`src/icm_defines.svh`:
```
// Register offsets, field positions, reset values and widths for the
// interpolating complex modulator. Assumes byte-wide register port.
//
// Notes on behaviour
// - Dual mode: port A carries I, port B carries Q, taken as one sample.
// - Complex stream times carrier at F/2, F/4 or F/8 of output rate.
// - Interleave bit (reg 2 bit 6): port A alone carries I, Q, I, Q.
// - Interleaved: I and Q paths run at half the port sample rate.
// - Real bit (reg 2 bit 5): Q and modulation off, I is interpolated A.
// - Filter mode from reg 1 bits 5:2, factor from bits 7:6.
// - 8x: even codes DC..-F/8 in eighths; odd code shifts preceding even.
// - 4x: codes 0..7 are DC, F/4, F/2, -F/4, each then shifted.
// - 2x: codes 0..3 are DC, shifted DC, F/2, shifted F/2.
// - Shifted modes move the passband only, never translate the signal.
// - Shifted passbands centre at odd multiples of half the data rate.
// - Factors one (filters bypassed unless interleaved), two, four and eight are supported.
`ifndef ICM_DEFINES_SVH
`define ICM_DEFINES_SVH

`define ICM_OFF_INTERP   8'h01
`define ICM_OFF_CTRL     8'h02
`define ICM_OFF_STATUS   8'h03

`define ICM_FACTOR_MSB   7
`define ICM_FACTOR_LSB   6
`define ICM_MODE_MSB     5
`define ICM_MODE_LSB     2
`define ICM_INTLV_BIT    6
`define ICM_REAL_BIT     5

`define ICM_INTERP_RST   8'h00
`define ICM_CTRL_RST     8'h00

`define ICM_MAX_CODE_2X  4'h3
`define ICM_MAX_CODE_4X  4'h7
`define ICM_MAX_CODE_1X  4'h0

// Status layout: bit 0 reserved code, bit 1 Q pending, bits 7:3 phase
`define ICM_STAT_RSV_BIT 0
`define ICM_STAT_QP_BIT  1
`define ICM_STAT_PH_LSB  3

// Half turn of the 32-step carrier phase, equal to half the data rate
// when divided by the effective interpolation
`define ICM_HALF_TURN    5'h10

`endif

```
`src/icm_pkg.sv`:
```
// Types shared by the interpolating complex modulator.
// Self-contained: takes no constants from icm_defines.svh.
package icm_pkg;

    typedef enum logic [1:0] {
        ICM_X1 = 2'h0,
        ICM_X2 = 2'h1,
        ICM_X4 = 2'h2,
        ICM_X8 = 2'h3
    } icm_factor_type;

    typedef logic signed [15:0] icm_sample_type;
    typedef logic signed [16:0] icm_wide_type;
    typedef logic        [4:0]  icm_phase_type;

endpackage

```
`src/icm_interp_mod.sv`:
```
// Interpolator with coarse complex modulator, one output sample per mclk.
// Assumes a host that updates its ports right after each dataTake edge.
//
// The strobed register port and the register offsets are this design's own decisions.
`timescale 1ns/1ps
`include "icm_defines.svh"

module icm_interp_mod
    import icm_pkg::*;
(
    // Clock and reset
    input  wire logic        mclk,
    input  wire logic        nrst,
    // Register port
    input  wire logic [7:0]  regAddr,
    input  wire logic [7:0]  regWdata,
    input  wire logic        regWr,
    input  wire logic        regRd,
    output logic      [7:0]  regRdata,
    // Sample ports
    input  wire logic [15:0] portA,
    input  wire logic [15:0] portB,
    output logic             dataTake,
    // Converter sample outputs
    output logic      [15:0] dacI,
    output logic      [15:0] dacQ
);

    // Quarter-wave cosine, Q15, at steps of a 32nd of a turn
    function automatic icm_wide_type cosQuarter(input logic [3:0] k);
        icm_wide_type v;
        v = 17'sh00000;
        case (k)
            4'h0: v = 17'sh07FFF;
            4'h1: v = 17'sh07D8A;
            4'h2: v = 17'sh07642;
            4'h3: v = 17'sh06A6E;
            4'h4: v = 17'sh05A82;
            4'h5: v = 17'sh0471D;
            4'h6: v = 17'sh030FC;
            4'h7: v = 17'sh018F9;
            default: v = 17'sh00000;
        endcase
        return v;
    endfunction

    function automatic icm_wide_type cosTurn(input icm_phase_type p);
        logic [3:0] r;
        logic [3:0] rr;
        icm_wide_type v;
        r  = {1'b0, p[2:0]};
        rr = 4'h8 - r;
        v  = 17'sh00000;
        case (p[4:3])
            2'h0: v = cosQuarter(r);
            2'h1: v = -cosQuarter(rr);
            2'h2: v = -cosQuarter(r);
            default: v = cosQuarter(rr);
        endcase
        return v;
    endfunction

    // Linear interpolation between two held samples
    function automatic icm_wide_type lerp(input icm_wide_type a,
                                          input icm_wide_type b,
                                          input logic [3:0]   ph,
                                          input logic [2:0]   lg);
        logic signed [17:0] d;
        logic signed [22:0] p;
        logic signed [22:0] s;
        d = 18'(b) - 18'(a);
        p = 23'(d) * $signed({19'h00000, ph});
        s = 23'(a) + (p >>> lg);
        return s[16:0];
    endfunction

    function automatic logic [15:0] sat16(input logic signed [34:0] v);
        logic [15:0] r;
        if (v > 35'sh000007FFF) begin
            r = 16'h7FFF;
        end else if (v < -35'sh000008000) begin
            r = 16'h8000;
        end else begin
            r = v[15:0];
        end
        return r;
    endfunction

    // Registers
    logic [7:0]     interpReg;
    logic [7:0]     ctrlReg;
    logic [7:0]     rdataReg;
    logic [2:0]     portCntReg;
    logic           takeReg;
    logic           qPendReg;
    logic           flipReg;
    icm_wide_type   heldIReg;
    icm_wide_type   prevIReg;
    icm_wide_type   prevQReg;
    icm_wide_type   curIReg;
    icm_wide_type   curQReg;
    logic [3:0]     phReg;
    icm_phase_type  phaseReg;
    icm_wide_type   lineIReg;
    icm_wide_type   lineQReg;
    icm_phase_type  linePhReg;
    logic [15:0]    dacIReg;
    logic [15:0]    dacQReg;

    // Configuration decode
    icm_factor_type factor;
    logic [3:0]     modeCode;
    logic           interleave;
    logic           realMode;
    logic [2:0]     lgN;
    logic [2:0]     lgM;
    logic [2:0]     portLast;
    logic [3:0]     phLast;
    logic           reserved;
    logic [2:0]     carrier;
    logic           shifted;
    icm_phase_type  carrierStep;
    icm_phase_type  shiftStep;
    icm_phase_type  phaseStep;

    assign factor     = icm_factor_type'(
                        interpReg[`ICM_FACTOR_MSB:`ICM_FACTOR_LSB]);
    assign modeCode   = interpReg[`ICM_MODE_MSB:`ICM_MODE_LSB];
    assign interleave = ctrlReg[`ICM_INTLV_BIT];
    assign realMode   = ctrlReg[`ICM_REAL_BIT];

    // Port period is N cycles; a complex pair spans 2N when interleaved
    assign lgN      = {1'b0, factor};
    assign lgM      = lgN + {2'h0, interleave};
    assign portLast = 3'((4'h1 << lgN) - 4'h1);
    assign phLast   = 4'((5'h01 << lgM) - 5'h01);

    // Reserved codes fall back to DC, nonshifted
    assign reserved = (factor == ICM_X1 && modeCode > `ICM_MAX_CODE_1X)
                    || (factor == ICM_X2 && modeCode > `ICM_MAX_CODE_2X)
                    || (factor == ICM_X4
                        && modeCode > `ICM_MAX_CODE_4X);

    // Carrier in eighths of the output rate
    always_comb begin
        carrier = 3'h0;
        shifted = 1'b0;
        if (!reserved && !realMode) begin
            unique case (factor)
                ICM_X8: begin
                    carrier = modeCode[3:1];
                    shifted = modeCode[0];
                end
                ICM_X4: begin
                    carrier = {modeCode[2:1], 1'b0};
                    shifted = modeCode[0];
                end
                ICM_X2: begin
                    carrier = {modeCode[1], 2'h0};
                    shifted = modeCode[0];
                end
                ICM_X1: begin
                    carrier = 3'h0;
                    shifted = 1'b0;
                end
            endcase
        end
    end

    // Shifted passband: inputs alternate in sign, which moves the hold
    // kernel by half the data rate, and the output rotation at the same
    // rate puts the signal back where it was
    assign carrierStep = {carrier, 2'h0};
    assign shiftStep   = shifted ? (`ICM_HALF_TURN >> lgM)
                                 : 5'h00;
    assign phaseStep   = carrierStep + shiftStep;

    // Port timing
    logic           portWrap;
    logic [2:0]     portCntNext;
    logic           takeNext;
    logic           pairDone;
    icm_wide_type   inA;
    icm_wide_type   inB;
    icm_wide_type   newI;
    icm_wide_type   newQ;

    assign portWrap    = portCntReg >= portLast;
    assign portCntNext = portWrap ? 3'h0 : portCntReg + 3'h1;
    assign takeNext    = portCntNext == 3'h0;
    assign pairDone    = takeReg && (!interleave || qPendReg);

    assign inA  = {portA[15], portA};
    assign inB  = {portB[15], portB};
    assign newI = interleave ? heldIReg : inA;
    assign newQ = realMode ? 17'sh00000
                : (interleave ? inA : inB);

    always_ff @(posedge mclk or negedge nrst) begin
        if (!nrst) begin
            portCntReg <= 3'h0;
            takeReg    <= 1'b1;
            qPendReg   <= 1'b0;
            heldIReg   <= 17'sh00000;
        end else begin
            portCntReg <= portCntNext;
            takeReg    <= takeNext;
            if (takeReg && interleave) begin
                qPendReg <= !qPendReg;
            end else if (!interleave) begin
                qPendReg <= 1'b0;
            end
            if (takeReg && interleave && !qPendReg) begin
                heldIReg <= inA;
            end
        end
    end

    // Sample history for interpolation
    always_ff @(posedge mclk or negedge nrst) begin
        if (!nrst) begin
            flipReg  <= 1'b0;
            prevIReg <= 17'sh00000;
            prevQReg <= 17'sh00000;
            curIReg  <= 17'sh00000;
            curQReg  <= 17'sh00000;
            phReg    <= 4'h0;
        end else if (pairDone) begin
            flipReg  <= !flipReg;
            prevIReg <= curIReg;
            prevQReg <= curQReg;
            curIReg  <= (shifted && flipReg) ? -newI : newI;
            curQReg  <= (shifted && flipReg) ? -newQ : newQ;
            phReg    <= 4'h0;
        end else if (phReg < phLast) begin
            phReg <= phReg + 4'h1;
        end
    end

    // Interpolated stream, one value per output cycle
    icm_wide_type   lineI;
    icm_wide_type   lineQ;

    assign lineI = lerp(prevIReg, curIReg, phReg, lgM);
    assign lineQ = lerp(prevQReg, curQReg, phReg, lgM);

    always_ff @(posedge mclk or negedge nrst) begin
        if (!nrst) begin
            lineIReg  <= 17'sh00000;
            lineQReg  <= 17'sh00000;
            linePhReg <= 5'h00;
            phaseReg  <= 5'h00;
        end else begin
            lineIReg  <= lineI;
            lineQReg  <= lineQ;
            linePhReg <= phaseReg;
            phaseReg  <= phaseReg + phaseStep;
        end
    end

    // Complex multiply by the carrier; sine is cosine a quarter back
    icm_wide_type        carCos;
    icm_wide_type        carSin;
    logic signed [34:0]  mulI;
    logic signed [34:0]  mulQ;
    logic [15:0]         dacINext;
    logic [15:0]         dacQNext;

    assign carCos = cosTurn(linePhReg);
    assign carSin = cosTurn(linePhReg - 5'h08);
    assign mulI = (35'(lineIReg) * 35'(carCos)
                 - 35'(lineQReg) * 35'(carSin)) >>> 15;
    assign mulQ = (35'(lineIReg) * 35'(carSin)
                 + 35'(lineQReg) * 35'(carCos)) >>> 15;

    // Real mode skips the multiplier so the I path keeps unity gain
    assign dacINext = realMode ? sat16(35'(lineIReg)) : sat16(mulI);
    assign dacQNext = realMode ? 16'h0000 : sat16(mulQ);

    always_ff @(posedge mclk or negedge nrst) begin
        if (!nrst) begin
            dacIReg <= 16'h0000;
            dacQReg <= 16'h0000;
        end else begin
            dacIReg <= dacINext;
            dacQReg <= dacQNext;
        end
    end

    // Register port
    logic   selInterp;
    logic   selCtrl;
    logic   selStatus;
    logic [7:0] statusWord;
    logic [7:0] rdataNext;

    assign selInterp = regAddr == `ICM_OFF_INTERP;
    assign selCtrl   = regAddr == `ICM_OFF_CTRL;
    assign selStatus = regAddr == `ICM_OFF_STATUS;

    assign statusWord = ({7'h00, reserved} << `ICM_STAT_RSV_BIT)
                      | ({7'h00, qPendReg} << `ICM_STAT_QP_BIT)
                      | ({3'h0, phaseReg} << `ICM_STAT_PH_LSB);

    assign rdataNext = !regRd    ? 8'h00
                     : selInterp ? interpReg
                     : selCtrl   ? ctrlReg
                     : selStatus ? statusWord
                     : 8'h00;

    always_ff @(posedge mclk or negedge nrst) begin
        if (!nrst) begin
            interpReg <= `ICM_INTERP_RST;
            ctrlReg   <= `ICM_CTRL_RST;
            rdataReg  <= 8'h00;
        end else begin
            if (regWr && selInterp) begin
                interpReg <= regWdata;
            end
            if (regWr && selCtrl) begin
                ctrlReg <= regWdata;
            end
            rdataReg <= rdataNext;
        end
    end

    assign regRdata = rdataReg;
    assign dataTake = takeReg;
    assign dacI     = dacIReg;
    assign dacQ     = dacQReg;

endmodule

```
`config.mk`:
```
export PLATFORM = sky130hd
export DESIGN_NAME = icm_interp_mod
export DESIGN_NICKNAME = d
export VERILOG_FILES = /design/src/icm_pkg.sv /design/src/icm_interp_mod.sv
export VERILOG_INCLUDE_DIRS = /design/src /design/src/src
export SDC_FILE = /design/constraint.sdc
export NUM_CORES = 2
export LEC_CHECK = 0
export ABC_CLOCK_PERIOD_IN_PS = 32200
export BUFFER_PORTS_ARGS = -buffer_cell sky130_fd_sc_hd__buf_2
export CAP_MARGIN = 20
export CORE_UTILIZATION = 40
export CTS_CLUSTER_DIAMETER = 50
export DETAILED_ROUTE_END_ITERATION = 8
export GPL_TIMING_DRIVEN = 1
export HOLD_SLACK_MARGIN = 0.1
export PLACE_DENSITY = 0.65
export SLEW_MARGIN = 30
export SYNTH_ARGS = -nofsm -noshare
export SYNTH_HDL_FRONTEND = slang
export SYNTH_SLANG_ARGS = --single-unit
```
`constraint.sdc`:
```
create_clock -name mclk -period 32.2 [get_ports mclk]
set_input_delay 6.44 -clock mclk [delete_from_list [all_inputs] [get_ports mclk]]
set_output_delay 6.44 -clock mclk [all_outputs]
set_load 0.05 [all_outputs]
```
==> results.toml <==
[placement]
place.gp.congestion = 0.9499
portBuffers = 92
place_hpwl_um = 135900
placed_area_um2 = 66640

[floorplanning]
die-area_um2 = 161400
die_w_um = 401.8
chipHeight_um = 401.8
ioPinCount = 93
row_count = 146
start_util_pct = 40.32
core_um2 = 158600

[yosys]
synth_area_um2 = 63930
synth_edf_count = 0
yosysMostFrequentCell = "inv_1"
ys_types = 80
ys_warn_count = 0
synth_area_leaders = "fa_1 (44%), inv_1 (9.9%), ha_1 (9.2%), dfrtp_1 (7.6%), and2_1 (6.2%)"
synth_top_area_share_pct = 44.31
synth_top_family_by_area = "adder cells"
synth_compound_area_share_pct = 6.165
async_flop_share_pct = 100.0
synth.area.mux_share_pct = 2.765
synth-seq-area-share_pct = 7.595
yosys_most_used_dff = "dfrtp_1"
netlist_top_cells_count = "inv_1 (1693), fa_1 (1415), nand2_1 (669)"
synth_fa_ha_area_share_pct = 53.63
ys_ff_latch = 194
syn-instance-count = 7008
syn_nets = 8945
synth-simple-area-share_pct = 14.89
avgSynthCellArea_um2 = 9.123
yosys.area.top_type = "fa_1"
synth_xor_area_share_pct = 3.098

[timing]
max_freq_mhz = 80.62
maxSlewHeadroom_pct = 32.71
hold_viol = 0
rsz0062_at_grt = "no"
holdWs_ns = 0.4564
slew_violations = 0
worstMarginPinSlew_ns = 1.009
period_needed_ns = 12.40
fin_tns_setup_ns = 0
setup_viol = 0
fin_worst_skew_ns = 0.01826
timing.final.crit_share_pct = 38.52

[outcome]
status = "complete, no violations"

[layout]
drive_above_1_share_pct = 4.966
fillCellCount = 15550
syn_to_final_growth_pct = 5.216
nNetsFinal = 8831
final_area_um2 = 67270

[global_route]
grt_pass1_vias = 49670
grt-ovfl-total = 0
antenna_found_initial = 8
grt_start_max_net_pins = 118
grt_first_pass_wirelength_um = 278300
grt_usage_pct = 22.18

[setup_path]
crit_fanout = 20
setup.worst_path.start_class = "flop"
crit_top_cell = "fa_1"
required_ns = 32.67
end_kind = "flop"
critPathSlowestCell = "fa_1"
slowest_delay_ns = 0.89
cp_data_arrival_time_ns = 12.88
crit_type = "flop to flop"

[route]
wire_per_inst_um = 19.17
final_antenna_net_count = 0
drt_first_iter_violations = 2920
drtPass1Iterations = 6
routed_wl_um = 172200
vias = 45890
viasPerCell = 5.109
drc = 0

[clocking]
path_clk_slew_ns = 0.08
htree_levels = 4
clock_sinks = 194
clockBufferDepth = 2
cts_resized = 0
tritoncts = "done"
worstSkewPairLatency_ns = 0.55
postCtsHoldBufs = 0
postCtsSetupRepairBufs = 0
numCtsBuffers = 17
cts-root-buf = "clkbuf_16"

[job]
max_cap_viol_count = 0

[min_path]
hp-class = "flop to flop"
## cell families (layout without fill, tap and decap cells)
group,count (synthesis),count (layout)
AOI/OAI and AO/OA,636,636
xor gates and xnor gates,223,223
adders and majority gates,1893,1893
buffers and inverters,2011,1910
DFF,194,194
muxes,156,156
other,0,4
and+or+nand+nor,1895,1895
## worst paths after layout
path	startpoint	end	slack [ns]	depth (start not counted)
setup / recovery	linePhReg[0]	dacI[1]	19.80	38
hold / removal	phaseReg[3]	linePhReg[3]	0.46	0
setup reg to reg	linePhReg[0]	dacI[1]	19.80	38
hold reg to reg	phaseReg[3]	linePhReg[3]	0.46	0
max in group asynchronous	nrst	ctrlReg[6]	25.10	2
min in group asynchronous	nrst	dacQ[13]	5.86	1
## state kept, by name, indices dropped and copies added (netlist names)
register and count:
dataTake 1, regRdata 8, ctrlReg 8, prevIReg 17, qPendReg 1, curQReg 17
dacQ 16, heldIReg 16, phReg 4, interpReg 8, dacI 16, lineIReg 17
lineQReg 17, linePhReg 5, prevQReg 17, portCntReg 3, flipReg 1, curIReg 17
phaseReg 5
## critical path: cells and delay by family (launching register included)
kind,cells,cell delay (ns)
fa+ha+maj,10,5.30
mux,1,0.15
flops,1,0.82
xor+xnor,3,0.69
simple gates,7,1.47
compound gates,10,2.73
buf+inv,7,1.17
## per-stage QoR
step / utilization [%] / setup WS (ns) / instances
floorplan: - / 21.70 / 7008
global placement: 42.00 / 19.99 / 8945
detailed placement: 42.02 / 20.02 / 8946
CTS: 42.41 / 19.97 / 8978
global route: 42.42 / 19.16 / 8979
finish: 42.42 / 19.80 / 8983
## cell type report
class | count | area (um^2) | share of cell area (%)
Antenna cell | 4 | 10.01 | 0.01488
Clock buffer | 18 | 439.2 | 0.6529
Clock inverter | 14 | 165.2 | 0.2455
Inverter | 1698 | 6374 | 9.475
Multi-Input combinational cell | 4803 | 51670 | 76.81
Sequential cell | 194 | 4865 | 7.232
Tap cell | 2072 | 2592 | 3.854
Timing Repair Buffer | 180 | 1155 | 1.717
## layout by cell type, fill, tap and decap left out, drive strengths merged, types with 13 or more instances in the layout
cell	count
inv	1699
nand2	669
clkinv	13
nor2b	128
dfrtp	193
nand3	31
ha	470
nor2	244
xor2	69
nor3	44
a211oi	19
xnor2	152
and2	637
a21oi	180
clkbuf	18
nand2b	66
fa	1415
o21ai	201
mux2	65
o211ai	17
or2	13
mux2i	81
buf	180
nand4	13
a21o	55
o21a	25
a221o	18
a31oi	22
o21bai	16
## routing by layer
layer	vias to the layer above	part of all wire, %	GRT usage, %
li1	20570	-	-
met1	23810	42	29.24
met2	1245	48	37.01
met3	266	6.2	3.724
met4	4	3.4	7.366
met5	-	0.016	0
Power is left out: the tool's default activity adds up to more than one toggle a clock period on the data nets, which glitch-free logic cannot reach.
